$ cat src/core/hpoc_pkg.sv
// package for the handshake parameter octet codec
// shared by the encoder end, the decoder end and the bench
package hpoc_pkg;
   localparam int RATE_W     = 7;
   localparam int LOW_W      = 6;
   localparam int OCT_W      = 8;
   localparam int FLD_W      = 6;
   localparam int MIN_BIT    = 0;
   localparam int MAX_BIT    = 1;
   localparam int STEP_BIT   = 2;
   localparam int FLAG_BIT   = 5;
   localparam int MAX_GROUPS = 4;
   localparam int OCT_PER_GRP = 4;
   localparam int PROBE_OCTS = 4;
   localparam logic [5:0] DUR_UNSPEC = 6'h00;
   localparam logic [5:0] DUR_RSVD   = 6'h3F;
   localparam logic [5:0] MARG_UNSPEC = 6'h00;
   localparam logic [5:0] FLAG_RSVD_MASK = 6'h38;
   localparam logic [5:0] SCR_RSVD_MASK  = 6'h38;
   localparam int DUR_UNIT_MS   = 50;
   localparam int MARG_OFFS_DB  = 10;

   typedef struct packed {
      logic [RATE_W-1:0] rmin;
      logic [RATE_W-1:0] rmax;
      logic [RATE_W-1:0] rstep;
   } hpoc_rate_t;

   typedef struct packed {
      logic [4:0] power_backoff;
      logic [5:0] duration;
      logic [2:0] scrambler_index_bits;
      logic       margin_valid;
      logic [4:0] margin;
   } hpoc_probe_t;

   typedef enum logic {KIND_RATE, KIND_PROBE} hpoc_kind_t;
endpackage

$ cat src/core/hpoc_link_if.sv
// octet stream between encoder end and decoder end
// one octet per cycle when valid; last marks the final octet of a message
`timescale 1ns/1ps
interface hpoc_link_if;
   logic       valid;
   logic       last;
   logic       kind;
   logic [7:0] octet;
   modport tx (output valid, output last, output kind, output octet);
   modport rx (input valid, input last, input kind, input octet);
endinterface

$ cat src/core/hpoc_encoder.sv
// encoder end: packs rate groups or probe parameters into octets
// assumes the user holds inputs stable from start until o_done
`timescale 1ns/1ps
module hpoc_encoder
   import hpoc_pkg::*;
#(
   parameter int GROUPS = MAX_GROUPS
)(
   input  wire logic             i_clock,
   input  wire logic             i_rstn,
   input  wire logic             i_start_rate,
   input  wire logic             i_start_probe,
   input  wire logic [2:0]       i_ngroups,
   input  wire logic [GROUPS*21-1:0] i_rates,
   input  wire hpoc_probe_t      i_probe,
   hpoc_link_if.tx               link,
   output logic                  o_busy,
   output logic                  o_done
);
   typedef enum logic [1:0] {S_IDLE, S_RATE, S_PROBE} hpoc_enc_state_t;
   typedef struct packed {
      hpoc_enc_state_t state;
      logic [4:0]      idx;
      logic [4:0]      total;
      logic            valid;
      logic            last;
      logic            kind;
      logic [7:0]      octet;
      logic            done;
      logic            busy;
   } hpoc_enc_st_t;

   hpoc_enc_st_t st_q;
   hpoc_enc_st_t st_d;
   logic [20:0]  r;
   logic [1:0]   pos;
   logic [5:0]   dur;

   always_comb
   begin
      st_d       = st_q;
      st_d.valid = 1'b0;
      st_d.last  = 1'b0;
      st_d.done  = 1'b0;
      r   = i_rates[(int'(st_q.idx) / OCT_PER_GRP) % GROUPS * 21 +: 21];
      pos = st_q.idx[1:0];
      // reserved all-ones duration is sent as unspecified instead
      dur = (i_probe.duration == DUR_RSVD) ? DUR_UNSPEC : i_probe.duration; // RULE8
      case (st_q.state)
         S_IDLE:
         begin
            st_d.idx = 5'h00;
            if (i_start_rate)
            begin
               st_d.state = S_RATE;
               st_d.total = {i_ngroups == 3'h0 ? 3'h1 : i_ngroups, 2'b00};
            end
            else if (i_start_probe)
               st_d.state = S_PROBE;
         end
         S_RATE:
         begin
            st_d.valid = 1'b1;
            st_d.kind  = KIND_RATE;
            case (pos)
               2'h0: st_d.octet = {5'h00, r[6], r[13], r[20]}; // RULE1 RULE3
               2'h1: st_d.octet = {2'b00, r[19:14]}; // RULE2 RULE4
               2'h2: st_d.octet = {2'b00, r[12:7]}; // RULE2 RULE4
               default: st_d.octet = {2'b00, r[5:0]}; // RULE2 RULE4
            endcase
            st_d.idx = st_q.idx + 5'h01;
            if (st_q.idx + 5'h01 == st_q.total)
            begin
               st_d.last  = 1'b1;
               st_d.done  = 1'b1;
               st_d.state = S_IDLE;
            end
         end
         S_PROBE:
         begin
            st_d.valid = 1'b1;
            st_d.kind  = KIND_PROBE;
            case (st_q.idx[1:0])
               2'h0: st_d.octet = {3'b000, i_probe.power_backoff}; // RULE5
               2'h1: st_d.octet = {2'b00, dur}; // RULE6 RULE7
               2'h2: st_d.octet = {5'h00, i_probe.scrambler_index_bits}; // RULE9
               default: st_d.octet = i_probe.margin_valid ?
                  {3'b001, i_probe.margin} : 8'h00; // RULE10 RULE11
            endcase
            st_d.idx = st_q.idx + 5'h01;
            if (st_q.idx == 5'(PROBE_OCTS - 1))
            begin
               st_d.last  = 1'b1;
               st_d.done  = 1'b1;
               st_d.state = S_IDLE;
            end
         end
         default: st_d.state = S_IDLE;
      endcase
      st_d.busy = st_d.state != S_IDLE;
   end

   always_ff @(posedge i_clock or negedge i_rstn)
   begin
      if (!i_rstn)
         st_q <= '0;
      else
         st_q <= st_d;
   end

   assign link.valid = st_q.valid;
   assign link.last  = st_q.last;
   assign link.kind  = st_q.kind;
   assign link.octet = st_q.octet;
   assign o_busy     = st_q.busy;
   assign o_done     = st_q.done;
endmodule

$ cat src/flat_wrapper.sv
// flat-port wrapper written by rule: the top's interface ports become plain ports
module hpoc_encoder_flat import hpoc_pkg::*;
#(
   parameter int GROUPS = MAX_GROUPS
)
  (i_clock, i_rstn, i_start_rate, i_start_probe, i_ngroups, i_rates, i_probe, o_busy, o_done, link_valid, link_last, link_kind, link_octet);
  hpoc_link_if link_i ();
  input  wire logic i_clock;
  input  wire logic i_rstn;
  input  wire logic i_start_rate;
  input  wire logic i_start_probe;
  input  wire logic [2:0] i_ngroups;
  input  wire logic [GROUPS*21-1:0] i_rates;
  input  wire hpoc_probe_t i_probe;
  output logic o_busy;
  output logic o_done;
  output wire logic [$bits(link_i.valid)-1:0] link_valid;
  output wire logic [$bits(link_i.last)-1:0] link_last;
  output wire logic [$bits(link_i.kind)-1:0] link_kind;
  output wire logic [$bits(link_i.octet)-1:0] link_octet;
  assign link_valid = link_i.valid;
  assign link_last = link_i.last;
  assign link_kind = link_i.kind;
  assign link_octet = link_i.octet;
  hpoc_encoder #(.GROUPS(GROUPS)) u_core (.i_clock(i_clock), .i_rstn(i_rstn), .i_start_rate(i_start_rate), .i_start_probe(i_start_probe), .i_ngroups(i_ngroups), .i_rates(i_rates), .i_probe(i_probe), .link(link_i), .o_busy(o_busy), .o_done(o_done));
endmodule
$ cat config.mk
export PLATFORM = sky130hd
export DESIGN_NAME = hpoc_encoder_flat
export DESIGN_NICKNAME = d
export VERILOG_FILES = /design/src/core/hpoc_pkg.sv /design/src/core/hpoc_link_if.sv /design/src/core/hpoc_encoder.sv /design/src/flat_wrapper.sv
export SDC_FILE = /design/constraint.sdc
export NUM_CORES = 1
export LEC_CHECK = 0
export BUFFER_PORTS_ARGS = -buffer_cell sky130_fd_sc_hd__buf_2
export CAP_MARGIN = 20
export CORE_MARGIN = 1.5
export CORE_UTILIZATION = 49
export CTS_BUF_LIST = sky130_fd_sc_hd__clkbuf_4
export DETAILED_ROUTE_END_ITERATION = 10
export MAX_ROUTING_LAYER = met4
export PLACE_DENSITY = 0.95
export SLEW_MARGIN = 20
export SYNTH_ARGS = -nofsm -noshare
export SYNTH_HDL_FRONTEND = slang
export SYNTH_SLANG_ARGS = --single-unit
$ cat constraint.sdc
create_clock -name i_clock -period 2.7 [get_ports i_clock]
set_input_delay 0.27 -clock i_clock [delete_from_list [all_inputs] [get_ports i_clock]]
set_output_delay 0.27 -clock i_clock [all_outputs]
set_load 0.005 [all_outputs]
==> flow_summary_export.csv <==
group,metric,value,unit
worst_hold_path,worstHoldEndpoint,"u_core.st_q[17]",
synth,synth_area_per_cell,9.87,µm²
clock_network,cts-htree-levels,1,
synth,ys_ff_latch,20,
die,start_util,51.2,%
clock_network,cts_inserted_buffers,3,
placement,port-buffer-count,121,
critical_path,cp-start-kind,"flip-flop",
route,drc_errors,0,
synth,async_flop_share,100,%
clock_network,clock_latency,0.31,ns
clock_network,cts_tree,"built",
synth,synth_area_leader_cell,"dfrtp_1",
die,io-pin-count,124,
critical_path,rr_endpoint,"u_core.link.octet[1]",
sta,final-setup-viol-count,0,
clock_network,clk_pin_slew,0.12,ns
die,dieArea,4610,µm²
clock_network,cts_root_buf,"clkbuf_4",
global_routing,grt_max_degree,23,
placement,dpl_cell_area,2610,µm²
sta,period_minus_slack,2.21,ns
critical_path,critical_path_class,"flip-flop to flip-flop",
synth,syn_area,2060,µm²
critical_path,path_max_fanout,7,
sta,fmax,452,MHz
synth,synthTopCellsByArea,"dfrtp_1, mux4_2, mux2i_1",
die,core_area,4030,µm²
sta,hold_viol,0,
finish,design_area,2650,µm²
global_routing,antenna_found_initial,0,
finish,drive_gt1_share,47.9,%
critical_path,worstPathRequired,2.88,ns
power_and_ir_drop,leakagePower,0.00123,µW
finish,layout.nets,438,
clock_network,clkSinkCount,20,
worst_hold_path,hold_path_class,"input port to flip-flop",
route,routed_wl,6.32,mm
critical_path,worstRegToRegCells,6,
synth,synth-edff-count,0,
synth,synth_cell_types,47,
sta,clock_skew,0.00239,ns
power_and_ir_drop,ir_drop,332,µV
sta,hold-worst-slack,0.204,ns
global_routing,grt-ovfl-total,0,
sta,final-max-slew-violation-count,0,
die,die_h,67.9,µm
global_routing,grt_pass1_wl,9.06,mm
placement,gp_congestion,0.868,
sta,finalCritPeriodShare,82.0,%
route,viasPerCell,5.99,
placement,dp_slack,0.581,ns
global_routing,first_global_vias,1975,
route,first_iter_violations,223,
synth,syn-instance-count,209,
finish,area_growth,28.3,%
critical_path,regToRegSetupSlack,0.49,ns
clock_network,ctsLongestPathBuffers,2,
critical_path,critPathArrivalTime,2.40,ns
route,drt_first_pass_iters,6,
synth,yosysWarnings,0,
clock_network,cts-resized-gates,0,
die,die_w,67.9,µm
route,wl_per_cell,17.2,µm
sta,fin_setup_tns,0,ns
synth,yosysMostFrequentCell,"dfrtp_1",
route,ant_nets,0,
route,vias,2197,
worst_hold_path,hold_start,"i_ngroups[2]",
run,drv_cap,0,
critical_path,endpoint_kind,"flip-flop",
synth,yosys_most_used_dff,"dfrtp_1",
sta,worst_pin_slew,0.571,ns
sta,rsz0062_at_grt,"no",
die,rows,23,
synth,seq_area_frac_synth,24.3,%
sta,slew_headroom,61.9,%
synth,ys_top_cells_by_count,"dfrtp_1, nand2_1, mux2i_1, o211ai_1, buf_4",
sta,setup_ws,0.486,ns
finish,insertedDiodeCount,0,
global_routing,track_usage,26.9,%
power_and_ir_drop,powerDensity,617,nW/µm²
worst_hold_path,whs_path_depth,2,
critical_path,r2r_start,"u_core.pos[0]",
synth,synth_top_cell_area_share,24.3,%
placement,place_hpwl,5.11,mm
status,status,"complete, no violations",
-- registers in the layout, indices dropped and copies added, names as in the netlist --
register,count
u_core.o_done,1
u_core.link.octet,6
u_core.pos,2
u_core.link.valid,1
u_core.st_q,8
u_core.o_busy,1
u_core.link.kind,1
-- kinds of logic (layout without fill, tap and decap cells) --
group / after synthesis / count (layout) / synth area share (%)
AO/OA/AOI/OAI: 55 / 55 / 20.5
flip-flops: 20 / 20 / 24.3
AND/OR/NAND/NOR: 55 / 55 / 14.4
multiplexers: 35 / 35 / 24.1
adder cells (fa/ha/maj): 9 / 9 / 5.46
other: 1 / 2 / 0.182
XOR/XNOR: 4 / 4 / 2.37
buffers and inverters: 30 / 137 / 8.67
-- per-stage QoR --
step / utilization, % / cells / power, µW
after global placement: 64.8 / 362 / 1420
after floorplan: - / 210 / 1220
after global routing: 65.7 / 367 / 1760
final: 65.7 / 367 / 1630
after CTS: 65.7 / 367 / 1620
after detailed placement: 64.8 / 362 / 1470
-- routing by layer --
metal,share of wire [%],vias up,track usage [%]
met5,0,-,-
met4,1.3,0,6.50
met3,8.2,13,3.62
met2,52,118,45.0
met1,39,1050,34.7
li1,-,1016,-
-- layout make-up --
type	instances	area (µm²)
Clock buffer	3	22.5
Tap cell	50	62.6
Sequential cell	20	502
Timing Repair Buffer	125	638
Fill cell	334	1380
Inverter	8	30.0
Clock inverter	1	3.75
Multi-Input combinational cell	160	1390
-- worst max-delay path, cell delays in order (launching register included) --
cell,delay [ns]
dfrtp_1,0.46
inv_1,0.10
ha_1,0.32
and2_1,0.25
a222oi_1,0.36
nor4b_1,0.43
o211ai_1,0.17
-- cells in the final DEF, fill, tap and decap left out, drive strengths merged, types with 2 or more instances in the layout --
master  count
buf       124
dfrtp      20
nand2      17
mux2i      13
o211ai     13
mux2       12
mux4       10
ha          9
inv         8
nor2        8
nand2b      7
o21ai       6
a221oi      6
nor2b       5
a21oi       5
nand3       4
a221o       4
nor4b       4
o31ai       3
and2        3
o22ai       3
a222oi      3
a21o        3
o221ai      3
clkbuf      3
xnor2       2
nor3        2
conb        2
-- power breakdown --
group	internal [µW]	switching [µW]	total (µW)
registers	400	92.0	492
clock network	54.1	98.6	153
logic	477	511	988
total	932	702	1630
-- repair_timing --
item | 4_1_cts | 5_1_grt
setup endpoints to repair | 0 | 0
hold buffers | 1 | 0
hold endpoints to repair | 20 | 0
setup buffers | 0 | 0
-- worst max-delay path by stage --
stage          cells after the start  slack [ns]              endpoint       startpoint
6_report                           6        0.49  u_core.link.octet[1]    u_core.pos[0]
5_1_grt                            6        0.43  u_core.link.octet[1]    u_core.pos[0]
4_1_cts                            6        0.57  u_core.link.octet[1]    u_core.pos[0]
3_5_place_dp                       4        0.58  u_core.link.octet[3]  u_core.st_q[20]
3_3_place_gp                       4        0.63  u_core.link.octet[3]  u_core.st_q[20]
2_1_floorplan                      5        0.95      u_core.link.kind  u_core.st_q[23]
No activity file was read; power rests on OpenSTA's default activity.
